`src/core/block_encrypt_defs.svh`:
```
`ifndef BLOCK_ENCRYPT_DEFS_SVH
`define BLOCK_ENCRYPT_DEFS_SVH

// Register byte offsets.
`define OFS_BEGIN_TASK        12'h000
`define OFS_ABORT_TASK        12'h004
`define OFS_DONE_EVENT        12'h100
`define OFS_ABORT_EVENT       12'h104
`define OFS_IRQ_ENABLE_SET    12'h304
`define OFS_IRQ_ENABLE_CLEAR  12'h308
`define OFS_STRUCTURE_POINTER 12'h504

// Field positions.
`define BIT_EVENT             0
`define BIT_EN_DONE           0
`define BIT_EN_ABORT          1

// Reset values.
`define RST_POINTER           32'h0000_0000
`define RST_ENABLE            2'h0

// Data structure offsets in bytes and block length in words.
`define STRUCT_KEY_OFS        32'h0000_0000
`define STRUCT_CLEAR_OFS      32'h0000_0010
`define STRUCT_CIPHER_OFS     32'h0000_0020
`define STRUCT_WORDS          4'h4

// Block run time in ns and its cycle count at 10 ns.
`define RUN_TIME_NS           6000
`define CLK_PERIOD_NS         10
`define RUN_CYCLES            ((`RUN_TIME_NS + `CLK_PERIOD_NS - 1) / `CLK_PERIOD_NS)

`endif

```
`src/core/block_encrypt_pkg.sv`:
```
package block_encrypt_pkg;

  typedef struct packed {
    logic        req;
    logic        we;
    logic [31:0] addr;
    logic [31:0] wdata;
  } dma_req_s;

  typedef struct packed {
    logic        done;
    logic        abort;
  } event_pair_s;

  typedef enum logic [4:0] {
    ST_IDLE  = 5'b00001,
    ST_LOAD  = 5'b00010,
    ST_RUN   = 5'b00100,
    ST_STORE = 5'b01000,
    ST_END   = 5'b10000
  } engine_state_e;

endpackage : block_encrypt_pkg

```
`src/core/block_encrypt_events.sv`:
```
// The Avalon-MM slave port was chosen for this implementation.
`timescale 1ns/1ps
`default_nettype none
`include "block_encrypt_defs.svh"

// Overview of operation
// - Done event bit 0 sets when ciphertext is stored; software reads and writes it.
// - Abort event bit 0 sets when encryption ends early by abort or error.
// - Writing 1 to enable-set bit 0 enables done interrupt; reads show enable.
// - Writing 1 to enable-set bit 1 enables abort interrupt; reads show enable.
// - Writing 1 to enable-clear bit 0 disables done interrupt; reads show enable.
// - Writing 1 to enable-clear bit 1 disables abort interrupt; reads show enable.
// - Structure pointer is a 32-bit read-write register reset to zero.
// - One sixteen-byte block takes about six microseconds to process.
// - Begin task loads key and cleartext by DMA, stores ciphertext, then signals done.
// - Key at offset 0, cleartext at 16, ciphertext at 32 in the structure.
// - Begin task while the shared core is busy raises abort instead of starting.
// - Abort task during a running encryption raises the abort event.
module block_encrypt_events (
  // Clock and reset
  input  wire logic        clk_i,
  input  wire logic        rst_b_i,
  // Avalon-MM slave
  input  wire logic [11:0] avs_address_i,
  input  wire logic        avs_read_i,
  input  wire logic        avs_write_i,
  input  wire logic [31:0] avs_writedata_i,
  input  wire logic [3:0]  avs_byteenable_i,
  output logic [31:0]      avs_readdata_o,
  output logic             avs_waitrequest_o,
  // Shared AES core
  input  wire logic        core_busy_i,
  output logic             core_claim_o,
  output logic [127:0]     core_key_o,
  output logic [127:0]     core_text_o,
  input  wire logic [127:0] core_result_i,
  // DMA master to data RAM
  output logic             dma_req_o,
  output logic             dma_we_o,
  output logic [31:0]      dma_addr_o,
  output logic [31:0]      dma_wdata_o,
  input  wire logic        dma_ack_i,
  input  wire logic [31:0] dma_rdata_i,
  // Interrupt
  output logic             irq_o
);

  // ----------------------------------------------------------------
  // Bus access
  // ----------------------------------------------------------------
  logic        access_done;
  logic        next_access_done;
  logic [31:0] next_readdata;
  logic        next_waitrequest;
  logic        wr;
  logic        rd;

  assign wr = avs_write_i && !access_done && avs_byteenable_i[0];
  assign rd = avs_read_i && !access_done;

  // ----------------------------------------------------------------
  // Registers
  // ----------------------------------------------------------------
  logic [31:0] structure_pointer;
  logic [31:0] next_structure_pointer;
  logic [1:0]  irq_enable;
  logic [1:0]  next_irq_enable;
  logic        done_flag;
  logic        abort_flag;
  logic        next_irq;
  block_encrypt_pkg::event_pair_s ev;

  logic begin_task;
  logic abort_task;
  logic full_word;

  assign full_word  = avs_byteenable_i == 4'hF;
  assign begin_task = wr && avs_address_i == `OFS_BEGIN_TASK && avs_writedata_i[0];
  assign abort_task = wr && avs_address_i == `OFS_ABORT_TASK && avs_writedata_i[0];

  // ----------------------------------------------------------------
  // Event flags
  // ----------------------------------------------------------------
  event_flag u_done_flag (
    .clk_i   (clk_i),
    .rst_b_i (rst_b_i),
    .set_i   (ev.done),
    .write_i (wr && avs_address_i == `OFS_DONE_EVENT),
    .wdata_i (avs_writedata_i[`BIT_EVENT]),
    .flag_o  (done_flag)
  );

  event_flag u_abort_flag (
    .clk_i   (clk_i),
    .rst_b_i (rst_b_i),
    .set_i   (ev.abort),
    .write_i (wr && avs_address_i == `OFS_ABORT_EVENT),
    .wdata_i (avs_writedata_i[`BIT_EVENT]),
    .flag_o  (abort_flag)
  );

  always_comb begin
    next_structure_pointer = structure_pointer;
    next_irq_enable        = irq_enable;
    // A partial write to the pointer is dropped so that its value stays whole.
    if (wr && full_word && avs_address_i == `OFS_STRUCTURE_POINTER) begin
      next_structure_pointer = avs_writedata_i;
    end
    // Enable-set and enable-clear sit at different addresses, so they never meet.
    if (wr && avs_address_i == `OFS_IRQ_ENABLE_SET) begin
      next_irq_enable = irq_enable | avs_writedata_i[1:0];
    end
    if (wr && avs_address_i == `OFS_IRQ_ENABLE_CLEAR) begin
      next_irq_enable = irq_enable & ~avs_writedata_i[1:0];
    end
    // The interrupt is a registered level, one cycle behind its flags.
    next_irq = (done_flag && irq_enable[`BIT_EN_DONE])
            || (abort_flag && irq_enable[`BIT_EN_ABORT]);
  end

  // ----------------------------------------------------------------
  // Read path and bus answer
  // ----------------------------------------------------------------
  always_comb begin
    // Waitrequest drops for one cycle after a request is taken; the flop blocks a repeat.
    next_access_done = (avs_read_i || avs_write_i) && !access_done;
    next_waitrequest = !next_access_done;
    next_readdata    = 32'h0000_0000;
    if (rd) begin
      unique case (avs_address_i)
        `OFS_DONE_EVENT:        next_readdata = {31'h0, done_flag};
        `OFS_ABORT_EVENT:       next_readdata = {31'h0, abort_flag};
        `OFS_IRQ_ENABLE_SET:    next_readdata = {30'h0, irq_enable};
        `OFS_IRQ_ENABLE_CLEAR:  next_readdata = {30'h0, irq_enable};
        `OFS_STRUCTURE_POINTER: next_readdata = structure_pointer;
        default:                next_readdata = 32'h0000_0000;
      endcase
    end
  end

  always_ff @(posedge clk_i or negedge rst_b_i) begin
    if (!rst_b_i) begin
      structure_pointer <= `RST_POINTER;
      irq_enable        <= `RST_ENABLE;
      access_done       <= 1'b0;
      avs_waitrequest_o <= 1'b1;
      avs_readdata_o    <= 32'h0000_0000;
      irq_o             <= 1'b0;
    end else begin
      structure_pointer <= next_structure_pointer;
      irq_enable        <= next_irq_enable;
      access_done       <= next_access_done;
      avs_waitrequest_o <= next_waitrequest;
      avs_readdata_o    <= next_readdata;
      irq_o             <= next_irq;
    end
  end

  // ----------------------------------------------------------------
  // Engine sequencer
  // ----------------------------------------------------------------
  block_encrypt_pkg::engine_state_e state;
  block_encrypt_pkg::engine_state_e next_state;
  logic [3:0]   word_idx;
  logic [3:0]   next_word_idx;
  logic [255:0] load_buf;
  logic [255:0] next_load_buf;
  logic [127:0] cipher;
  logic [127:0] next_cipher;
  block_encrypt_pkg::dma_req_s dma;
  block_encrypt_pkg::dma_req_s next_dma;
  logic         next_claim;
  logic         run_start;
  logic         run_expired;
  logic         next_done_ev;
  logic         next_abort_ev;
  logic         done_ev;
  logic         abort_ev;

  assign ev = '{done: done_ev, abort: abort_ev};

  // The timer stands in for the core's fixed processing time.
  run_timer u_run_timer (
    .clk_i     (clk_i),
    .rst_b_i   (rst_b_i),
    .start_i   (run_start),
    .cancel_i  (abort_task),
    .expired_o (run_expired)
  );

  always_comb begin
    next_state    = state;
    next_word_idx = word_idx;
    next_load_buf = load_buf;
    next_cipher   = cipher;
    next_dma      = dma;
    next_claim    = core_claim_o;
    next_done_ev  = 1'b0;
    next_abort_ev = 1'b0;
    run_start     = 1'b0;
    unique case (state)
      block_encrypt_pkg::ST_IDLE: begin
        // A begin task that finds the core busy is refused and reported.
        if (begin_task && core_busy_i) begin
          next_abort_ev = 1'b1;
        end else if (begin_task) begin
          next_state    = block_encrypt_pkg::ST_LOAD;
          next_claim    = 1'b1;
          next_word_idx = 4'h0;
          next_dma      = '{req: 1'b1, we: 1'b0, addr: structure_pointer + `STRUCT_KEY_OFS,
                            wdata: 32'h0000_0000};
        end
      end
      block_encrypt_pkg::ST_LOAD: begin
        if (dma_ack_i) begin
          // Words arrive key first; the buffer shifts right so word 0 ends lowest.
          next_load_buf = {dma_rdata_i, load_buf[255:32]};
          next_word_idx = word_idx + 4'h1;
          next_dma.addr = dma.addr + 32'h0000_0004;
          if (word_idx == 4'h7) begin
            next_dma.req = 1'b0;
            next_state   = block_encrypt_pkg::ST_RUN;
            run_start    = 1'b1;
          end
        end
      end
      block_encrypt_pkg::ST_RUN: begin
        // The result is taken once the fixed run time has elapsed.
        if (run_expired) begin
          next_cipher   = core_result_i;
          next_state    = block_encrypt_pkg::ST_STORE;
          next_word_idx = 4'h0;
          next_dma      = '{req: 1'b1, we: 1'b1, addr: structure_pointer + `STRUCT_CIPHER_OFS,
                            wdata: core_result_i[31:0]};
        end
      end
      block_encrypt_pkg::ST_STORE: begin
        if (dma_ack_i) begin
          next_cipher    = {32'h0000_0000, cipher[127:32]};
          // The next word comes from the copy before it shifts.
          next_dma.wdata = cipher[63:32];
          next_dma.addr  = dma.addr + 32'h0000_0004;
          next_word_idx  = word_idx + 4'h1;
          if (word_idx == `STRUCT_WORDS - 4'h1) begin
            next_dma.req = 1'b0;
            next_state   = block_encrypt_pkg::ST_END;
          end
        end
      end
      block_encrypt_pkg::ST_END: begin
        // Short of an abort, the core is handed back only after the last word is written.
        next_done_ev = 1'b1;
        next_claim   = 1'b0;
        next_state   = block_encrypt_pkg::ST_IDLE;
      end
    endcase
    // Abort ends any active run; an outstanding DMA word is dropped.
    if (abort_task && state != block_encrypt_pkg::ST_IDLE) begin
      next_state    = block_encrypt_pkg::ST_IDLE;
      next_dma.req  = 1'b0;
      next_claim    = 1'b0;
      next_done_ev  = 1'b0;
      next_abort_ev = 1'b1;
    end
  end

  always_ff @(posedge clk_i or negedge rst_b_i) begin
    if (!rst_b_i) begin
      state        <= block_encrypt_pkg::ST_IDLE;
      word_idx     <= 4'h0;
      load_buf     <= '0;
      cipher       <= '0;
      dma          <= '0;
      core_claim_o <= 1'b0;
      done_ev      <= 1'b0;
      abort_ev     <= 1'b0;
    end else begin
      state        <= next_state;
      word_idx     <= next_word_idx;
      load_buf     <= next_load_buf;
      cipher       <= next_cipher;
      dma          <= next_dma;
      core_claim_o <= next_claim;
      done_ev      <= next_done_ev;
      abort_ev     <= next_abort_ev;
    end
  end

  // ----------------------------------------------------------------
  // Engine outputs
  // ----------------------------------------------------------------
  always_comb begin
    dma_req_o   = dma.req;
    dma_we_o    = dma.we;
    dma_addr_o  = dma.addr;
    dma_wdata_o = dma.wdata;
    core_key_o  = load_buf[127:0];
    core_text_o = load_buf[255:128];
  end

endmodule : block_encrypt_events

`default_nettype wire

```
`src/core/event_flag.sv`:
```
`timescale 1ns/1ps
`default_nettype none

module event_flag (
  // Clock and reset
  input  wire logic clk_i,
  input  wire logic rst_b_i,
  // Control
  input  wire logic set_i,
  input  wire logic write_i,
  input  wire logic wdata_i,
  // State
  output logic      flag_o
);

  logic next_flag;

  // Hardware set wins over a software write in the same cycle.
  always_comb begin
    next_flag = flag_o;
    if (write_i) begin
      next_flag = wdata_i;
    end
    if (set_i) begin
      next_flag = 1'b1;
    end
  end

  always_ff @(posedge clk_i or negedge rst_b_i) begin
    if (!rst_b_i) begin
      flag_o <= 1'b0;
    end else begin
      flag_o <= next_flag;
    end
  end

endmodule : event_flag

`default_nettype wire

```
`src/core/run_timer.sv`:
```
`timescale 1ns/1ps
`default_nettype none
`include "block_encrypt_defs.svh"

module run_timer #(
  parameter int unsigned CYCLES = `RUN_CYCLES
) (
  // Clock and reset
  input  wire logic clk_i,
  input  wire logic rst_b_i,
  // Control
  input  wire logic start_i,
  input  wire logic cancel_i,
  // Status
  output logic      expired_o
);

  logic [15:0] count;
  logic [15:0] next_count;
  logic        next_expired;

  always_comb begin
    next_count   = count;
    next_expired = 1'b0;
    if (cancel_i) begin
      next_count = 16'h0000;
    end else if (start_i) begin
      next_count = 16'(CYCLES);
    end else if (count != 16'h0000) begin
      next_count = count - 16'h0001;
      next_expired = (count == 16'h0001);
    end
  end

  always_ff @(posedge clk_i or negedge rst_b_i) begin
    if (!rst_b_i) begin
      count     <= 16'h0000;
      expired_o <= 1'b0;
    end else begin
      count     <= next_count;
      expired_o <= next_expired;
    end
  end

endmodule : run_timer

`default_nettype wire

```
`config.mk`:
```
export PLATFORM = sky130hd
export DESIGN_NAME = block_encrypt_events
export DESIGN_NICKNAME = d
export VERILOG_FILES = /design/src/core/block_encrypt_pkg.sv /design/src/core/block_encrypt_events.sv /design/src/core/event_flag.sv /design/src/core/run_timer.sv
export VERILOG_INCLUDE_DIRS = /design/src /design/src/core
export SDC_FILE = /design/constraint.sdc
export NUM_CORES = 1
export LEC_CHECK = 0
export BUFFER_PORTS_ARGS = -buffer_cell sky130_fd_sc_hd__buf_2
export CORE_ASPECT_RATIO = 0.7
export CORE_UTILIZATION = 40
export DETAILED_ROUTE_END_ITERATION = 7
export SLEW_MARGIN = 20
export SYNTH_ARGS = -nofsm -noshare
export SYNTH_HDL_FRONTEND = slang
export SYNTH_SLANG_ARGS = --single-unit
```
`constraint.sdc`:
```
create_clock -name clk_i -period 2.6 [get_ports clk_i]
set_input_delay 0.26 -clock clk_i [delete_from_list [all_inputs] [get_ports clk_i]]
set_output_delay 0.26 -clock clk_i [all_outputs]
set_load 0.01 [all_outputs]
```
==> results of run 1 <==
-- layer usage --
metal / share of wire / vias up / global-route usage
li1: - / 8120 / -
met1: 0.44 / 8609 / 0.294
met2: 0.47 / 552 / 0.345
met3: 0.065 / 105 / 0.0432
met4: 0.027 / 6 / 0.0659
met5: 0.00041 / - / 0
-- cells by family after synthesis --
group,Yosys count
fa+ha+maj,7
flops,518
simple gates,482
mux,359
compound gates,329
buf+inv,124
xor+xnor,19
-- critical path, stage by stage, from the launching register on --
cell                       delay [ns]
sky130_fd_sc_hd__dfrtp_1         0.49
sky130_fd_sc_hd__or4_1           0.66
sky130_fd_sc_hd__nand3_1         0.24
sky130_fd_sc_hd__o2111a_4        0.44
sky130_fd_sc_hd__o21ai_0         0.14
sky130_fd_sc_hd__a22o_1          0.25
-- where the power goes --
part / switching (mW) / internal (mW) / total, mW
Combinational: 7.45 / 6.35 / 13.8
Sequential: 2.11 / 11.2 / 13.3
Clock: 3.10 / 4.47 / 7.57
-- how the worst min path moves through the flow --
stage                       from                   to  slack, ns
3_5_place_dp             rst_b_i           cipher[95]       0.29
3_3_place_gp             rst_b_i  u_abort_flag.flag_o       0.29
2_1_floorplan            rst_b_i            async pin      -0.04
6_report       core_result_i[30]      dma_wdata_o[30]       0.04
4_1_cts              core_busy_i             state[0]     0.0006
5_1_grt        core_result_i[31]      dma_wdata_o[31]       0.03
-- Yosys cell counts, types with 14 or more instances --
library cell / instances
sky130_fd_sc_hd__nand3_1: 44
sky130_fd_sc_hd__nor3_1: 25
sky130_fd_sc_hd__a21oi_1: 35
sky130_fd_sc_hd__nor4_1: 18
sky130_fd_sc_hd__nor2_1: 76
sky130_fd_sc_hd__mux2_2: 278
sky130_fd_sc_hd__clkbuf_1: 43
sky130_fd_sc_hd__o21ai_1: 39
sky130_fd_sc_hd__o21ai_0: 124
sky130_fd_sc_hd__and2_1: 32
sky130_fd_sc_hd__and3_1: 14
sky130_fd_sc_hd__buf_4: 29
sky130_fd_sc_hd__a22oi_1: 33
sky130_fd_sc_hd__nand2_1: 187
sky130_fd_sc_hd__mux2i_1: 68
sky130_fd_sc_hd__dfrtp_1: 516
sky130_fd_sc_hd__a21oi_2: 28
sky130_fd_sc_hd__buf_2: 33
-- sequential cells by signal (all words and copies together) (netlist names), 4 cells and up, named ones only --
register / flops
load_buf: 256
cipher: 96
avs_readdata_o: 32
dma_addr_o: 32
dma_wdata_o: 32
structure_pointer: 32
u_run_timer.count: 16
state: 5
word_idx: 4
-- final cells by class --
| class | count | area [um^2] |
|---|---|---|
| Antenna cell | 3 | 7.51 |
| Inverter | 11 | 41.3 |
| Clock inverter | 11 | 163 |
| Clock buffer | 81 | 1550 |
| Tap cell | 740 | 926 |
| Sequential cell | 518 | 13000 |
| Multi-Input combinational cell | 1196 | 8800 |
| Fill cell | 4778 | 25200 |
| Timing Repair Buffer | 834 | 5620 |
-- per-stage QoR --
stage | setup WS, ns | instance area (um^2) | cells | utilization
CTS | 0.262 | 30100 | 3391 | 0.543
finish | 0.238 | 30100 | 3394 | 0.544
global placement | 0.176 | 26400 | 3106 | 0.478
detailed placement | 0.146 | 26400 | 3106 | 0.478
global route | 0.0683 | 30100 | 3392 | 0.544
floorplan | 0.466 | 22400 | 1838 | -
==> reports/summary.json, run 1 <==
{
  "run_status": {"value": "complete, no violations"},
  "cp-end-kind": {"value": "register"},
  "maxCapViolCount": {"value": 0},
  "achievable-frequency": {"value": 423, "unit": "MHz"},
  "portBuffers": {"value": 570},
  "unique_masters_post_synth": {"value": 81},
  "design.core.area": {"value": 55300, "unit": "um^2"},
  "yosys_register_bits": {"value": 518},
  "die_area": {"value": 57000, "unit": "um^2"},
  "totalNegativeSetupSlack": {"value": 0, "unit": "ns"},
  "clockBufferDepth": {"value": 3},
  "multiplexer_share_of_the_synthesized_area": {"value": 0.177},
  "combined_area_of_all_synthesized_cells": {"value": 22400, "unit": "um^2"},
  "antenna_violations_before_repair": {"value": 4},
  "hold_ws": {"value": 0.0353, "unit": "ns"},
  "vias_per_cell": {"value": 5.12},
  "syn-num-nets": {"value": 2058},
  "critical_path.reg2reg.startpoint": {"value": "state[4]"},
  "design.portCount": {"value": 571},
  "hold_viol": {"value": 0},
  "power.leakage": {"value": 14.2, "unit": "nW"},
  "worstReg2RegEnd": {"value": "dma_addr_o[20]"},
  "whs_path_depth": {"value": 3},
  "numCtsBuffers": {"value": 51},
  "startpoint_type": {"value": "register"},
  "worstSetupStartpoint": {"value": "state[4]"},
  "die-height": {"value": 200, "unit": "um"},
  "yosys_most_used_dff": {"value": "sky130_fd_sc_hd__dfrtp_1"},
  "pin_count_of_the_biggest_net_entering_global_routing": {"value": 86},
  "ys_seq_area_frac": {"value": 0.579},
  "synth_area_per_cell": {"value": 12.2, "unit": "um^2"},
  "synth-compound-area-share": {"value": 0.0938},
  "wl_per_cell": {"value": 18.5, "unit": "um"},
  "vdd_drop_max": {"value": 0.611, "unit": "mV"},
  "final-setup-viol-count": {"value": 0},
  "yosys_warnings": {"value": 0},
  "holdBufCountCts": {"value": 193},
  "layout-drive-gt1-share": {"value": 0.404},
  "synth_simple_gate_area_share": {"value": 0.110},
  "drt_wl_total": {"value": 62900, "unit": "um"},
  "place.gp.congestion": {"value": 0.884},
  "p_per_area": {"value": 1150, "unit": "nW/um^2"},
  "total_number_of_vias": {"value": 17392},
  "hpwlAfterDp": {"value": 44700, "unit": "um"},
  "grt_setup_unrepaired": {"value": "no"},
  "cts_num_sinks": {"value": 518},
  "ant_nets": {"value": 0},
  "layout.cells.most_common": {"value": "sky130_fd_sc_hd__buf_2"},
  "firstDrtPassIters": {"value": 5},
  "die_w": {"value": 285, "unit": "um"},
  "synth.top_cells.by_area": {"value": "sky130_fd_sc_hd__dfrtp_1 58%, sky130_fd_sc_hd__mux2_2 14%, sky130_fd_sc_hd__nand2_1 3.1%"},
  "clock_insertion_delay_worst_skew": {"value": 0.58, "unit": "ns"},
  "post-layout-total-power": {"value": 34.7, "unit": "mW"},
  "count_of_final_max_slew_check_failures": {"value": 0},
  "grt.total_usage": {"value": 0.214},
  "cts_repair_resizes": {"value": 0},
  "via_count_of_the_first_global_routing_pass": {"value": 17357},
  "final.period_utilization": {"value": 0.908},
  "netlist_instances": {"value": 1838},
  "first_drt_iteration_drcs": {"value": 942},
  "worstRegToRegCells": {"value": 5},
  "worst_hold_check_path_type": {"value": "input pin to register"},
  "root_buffer": {"value": "sky130_fd_sc_hd__clkbuf_16"},
  "drc_errors": {"value": 0},
  "cts_setup_buffers": {"value": 0},
  "htree_levels": {"value": 2},
  "layout.cells.most_common_list": {"value": "569 x sky130_fd_sc_hd__buf_2, 516 x sky130_fd_sc_hd__dfrtp_1, 278 x sky130_fd_sc_hd__mux2_2"},
  "type_of_the_worst_setup_path": {"value": "register to register"},
  "area.growth.synth_to_final": {"value": 34.2, "unit": "%"},
  "slew_headroom": {"value": 0.560},
  "grt_overflow_total": {"value": 0},
  "layout.nets": {"value": 2832},
  "layout_min_cycle_time": {"value": 2.36, "unit": "ns"},
  "grt_pass1_wl": {"value": 97600, "unit": "um"},
  "initial_core_util": {"value": 0.405},
  "biggest_area_consumer_among_synthesized_cells": {"value": "sky130_fd_sc_hd__dfrtp_1"},
  "r2r_slack": {"value": 0.24, "unit": "ns"},
  "synthDominantCellAreaShare": {"value": 0.576},
  "critical_path_required": {"value": 3.05, "unit": "ns"},
  "cts_tree": {"value": "built"},
  "clk_transition_reported_paths": {"value": 0.06, "unit": "ns"},
  "timing_worst_slew_pin_value": {"value": 0.661, "unit": "ns"},
  "worstPathArrival": {"value": 2.81, "unit": "ns"},
  "core.rowCount": {"value": 72},
  "timing.critical_path.to": {"value": "dma_addr_o[20]"},
  "dominant_combinational_cell_family_by_area_after_synthesis": {"value": "multiplexers"},
  "area_share_of_xor_xnor_cells_in_the_synthesized_design": {"value": 0.00743},
  "arithmetic_cell_share_of_the_synthesized_area_counting_full_adders_half_adders_and_majority_gates": {"value": 0.00380},
  "synth_async_sr_flop_share": {"value": 1.00},
  "clock-skew-final": {"value": 0.0196, "unit": "ns"},
  "synth_enable_flop_cells": {"value": 0},
  "crit_fanout": {"value": 23}
}
Note: power is estimated with default switching activity, not from simulation.
==> run 2: changes to the inputs <==
CORE_ASPECT_RATIO = not set   (was 0.7)
CORE_MARGIN = 1.5   (was not set)
clock period = 2.3 ns   (was 2.6 ns; I/O delays follow)
==> run 2 against run 1 <==
Largest cell class unchanged. Critical path depth increased by 1. Sequential power increased by 14%. Non-clock buffer count increased by 66. Combinational power increased by 17%. Via count increased by 2.4%. Clock power increased by 16%. Sequential share of layout area decreased by 0.92 points. Highest routed layer unchanged. Clock skew decreased by 0.0054 ns. Maximum frequency increased by 8.2%. Core utilization increased by 1.3 points. Global-route usage increased by 1.1 points. Critical path type unchanged.
==> reports/summary.json, run 2 (synthesis gave the netlist of run 1 again) <==
{
  "count_of_final_max_slew_check_failures": {"value": 0},
  "portBuffers": {"value": 570},
  "placedCellCount": {"value": 3171},
  "pin_count_of_the_biggest_net_entering_global_routing": {"value": 67},
  "clock_insertion_delay_worst_skew": {"value": 0.60, "unit": "ns"},
  "largest-register": {"value": "load_buf"},
  "startpoint_type": {"value": "register"},
  "worstSetupStartpoint": {"value": "state[3]"},
  "grt_setup_unrepaired": {"value": "no"},
  "worstPathArrival": {"value": 2.66, "unit": "ns"},
  "htree_levels": {"value": 2},
  "final.period_utilization": {"value": 0.949},
  "clk_transition_reported_paths": {"value": 0.06, "unit": "ns"},
  "slew_headroom": {"value": 0.558},
  "critical_path_required": {"value": 2.77, "unit": "ns"},
  "type_of_the_worst_setup_path": {"value": "register to register"},
  "cts_num_sinks": {"value": 518},
  "vdd_drop_max": {"value": 0.868, "unit": "mV"},
  "firstDrtPassIters": {"value": 5},
  "core.rowCount": {"value": 86},
  "hpwlAfterDp": {"value": 47700, "unit": "um"},
  "grt_overflow_total": {"value": 0},
  "p_per_area": {"value": 1300, "unit": "nW/um^2"},
  "cts_setup_buffers": {"value": 0},
  "cp-end-kind": {"value": "register"},
  "grt.total_usage": {"value": 0.225},
  "cts_tree": {"value": "built"},
  "layout.cells.most_common": {"value": "sky130_fd_sc_hd__buf_2"},
  "timing_worst_slew_pin_value": {"value": 0.663, "unit": "ns"},
  "clockBufferDepth": {"value": 3},
  "clock-skew-final": {"value": 0.0142, "unit": "ns"},
  "layout_filler_cell_count": {"value": 4736},
  "critical_path.reg2reg.startpoint": {"value": "state[3]"},
  "layout-drive-gt1-share": {"value": 0.417},
  "layout.nets": {"value": 2903},
  "drc_errors": {"value": 0},
  "post_layout_nonfiller_instances": {"value": 3479},
  "initial_core_util": {"value": 0.406},
  "first_drt_iteration_drcs": {"value": 1067},
  "fin_area": {"value": 30700, "unit": "um^2"},
  "worst_hold_check_path_type": {"value": "input pin to register"},
  "regs_by_ff_count": {"value": "load_buf x256, cipher x96"},
  "die_area": {"value": 57400, "unit": "um^2"},
  "power.leakage": {"value": 14.5, "unit": "nW"},
  "placedInstanceArea": {"value": 26900, "unit": "um^2"},
  "post-layout-total-power": {"value": 39.9, "unit": "mW"},
  "antenna_violations_before_repair": {"value": 4},
  "design.portCount": {"value": 571},
  "total_number_of_vias": {"value": 17804},
  "grt_pass1_wl": {"value": 101000, "unit": "um"},
  "vias_per_cell": {"value": 5.12},
  "hold_viol": {"value": 0},
  "wl_per_cell": {"value": 19.0, "unit": "um"},
  "die-height": {"value": 240, "unit": "um"},
  "layout_min_cycle_time": {"value": 2.18, "unit": "ns"},
  "place.gp.congestion": {"value": 0.883},
  "timing.hold.worst.start": {"value": "avs_address_i[2]"},
  "crit_fanout": {"value": 39},
  "achievable-frequency": {"value": 458, "unit": "MHz"},
  "via_count_of_the_first_global_routing_pass": {"value": 17817},
  "root_buffer": {"value": "sky130_fd_sc_hd__clkbuf_16"},
  "area.growth.synth_to_final": {"value": 37.2, "unit": "%"},
  "drt_wl_total": {"value": 66100, "unit": "um"},
  "design.core.area": {"value": 55200, "unit": "um^2"},
  "maxCapViolCount": {"value": 0},
  "totalNegativeSetupSlack": {"value": 0, "unit": "ns"},
  "largest_register_ffs": {"value": 256},
  "run_status": {"value": "complete, no violations"},
  "die_w": {"value": 240, "unit": "um"},
  "ant_nets": {"value": 0},
  "layout.cells.most_common_list": {"value": "569 x sky130_fd_sc_hd__buf_2, 515 x sky130_fd_sc_hd__dfrtp_1, 278 x sky130_fd_sc_hd__mux2_2"},
  "final-setup-viol-count": {"value": 0},
  "numCtsBuffers": {"value": 56}
}
run 2: final timing paths:
check	to	slack (ns)	cells past startpoint
min reg2reg	u_abort_flag.flag_o	0.47	1
max in group asynchronous	load_buf[203]	1.14	3
min	avs_readdata_o[1]	0.08	4
max	load_buf[166]	0.12	6
min in group asynchronous	structure_pointer[14]	0.24	2
max reg2reg	load_buf[166]	0.12	6
run 2: area by class of cell:
cell class	count	area, um^2	area share
Multi-Input combinational cell	1196	8810	0.287
Antenna cell	4	10.0	0.000326
Clock inverter	15	139	0.00452
Sequential cell	518	13000	0.422
Timing Repair Buffer	900	6170	0.201
Inverter	11	41.3	0.00134
Clock buffer	87	1650	0.0537
Tap cell	748	936	0.0305
run 2: routing by layer:
layer  routed length [um]  global-route usage  part of all wire
met1                26200               0.280              0.40
met2                32100               0.373              0.49
met3                 5200              0.0580             0.079
met4                 2570              0.0886             0.039
met5                   20                   0           0.00030
run 2: stage by stage:
step | setup slack, ns | utilization | hold slack, ns
detailed placement | 0.0883 | 0.487 | 0.292
CTS | 0.0658 | 0.556 | 0.0474
global placement | 0.122 | 0.487 | 0.280
global route | 0.00792 | 0.557 | 0.0870
finish | 0.117 | 0.557 | 0.0843
floorplan | 0.166 | - | -0.0656
run 2: worst max-delay path, cell delays in order, from the launching register on:
cell and delay [ns]:
sky130_fd_sc_hd__dfrtp_1 0.40, sky130_fd_sc_hd__nor3_1 0.42, sky130_fd_sc_hd__buf_4 0.20, sky130_fd_sc_hd__and3_4 0.22, sky130_fd_sc_hd__buf_12 0.17, sky130_fd_sc_hd__buf_12 0.24, sky130_fd_sc_hd__mux2_2 0.37
run 2: power breakdown:
| part | internal (mW) | switching, mW | leakage [nW] | total, mW |
|---|---|---|---|---|
| logic | 7.51 | 8.57 | 7.16 | 16.1 |
| clock network | 5.13 | 3.63 | 0.881 | 8.77 |
| registers | 12.6 | 2.46 | 6.51 | 15.1 |
run 2: timing repair:
action | 4_1_cts | 5_1_grt
endpoints found under the setup margin | 0 | 7
hold buffers | 202 | 0
endpoints found under the hold margin | 250 | 0
resized for setup | 0 | 6
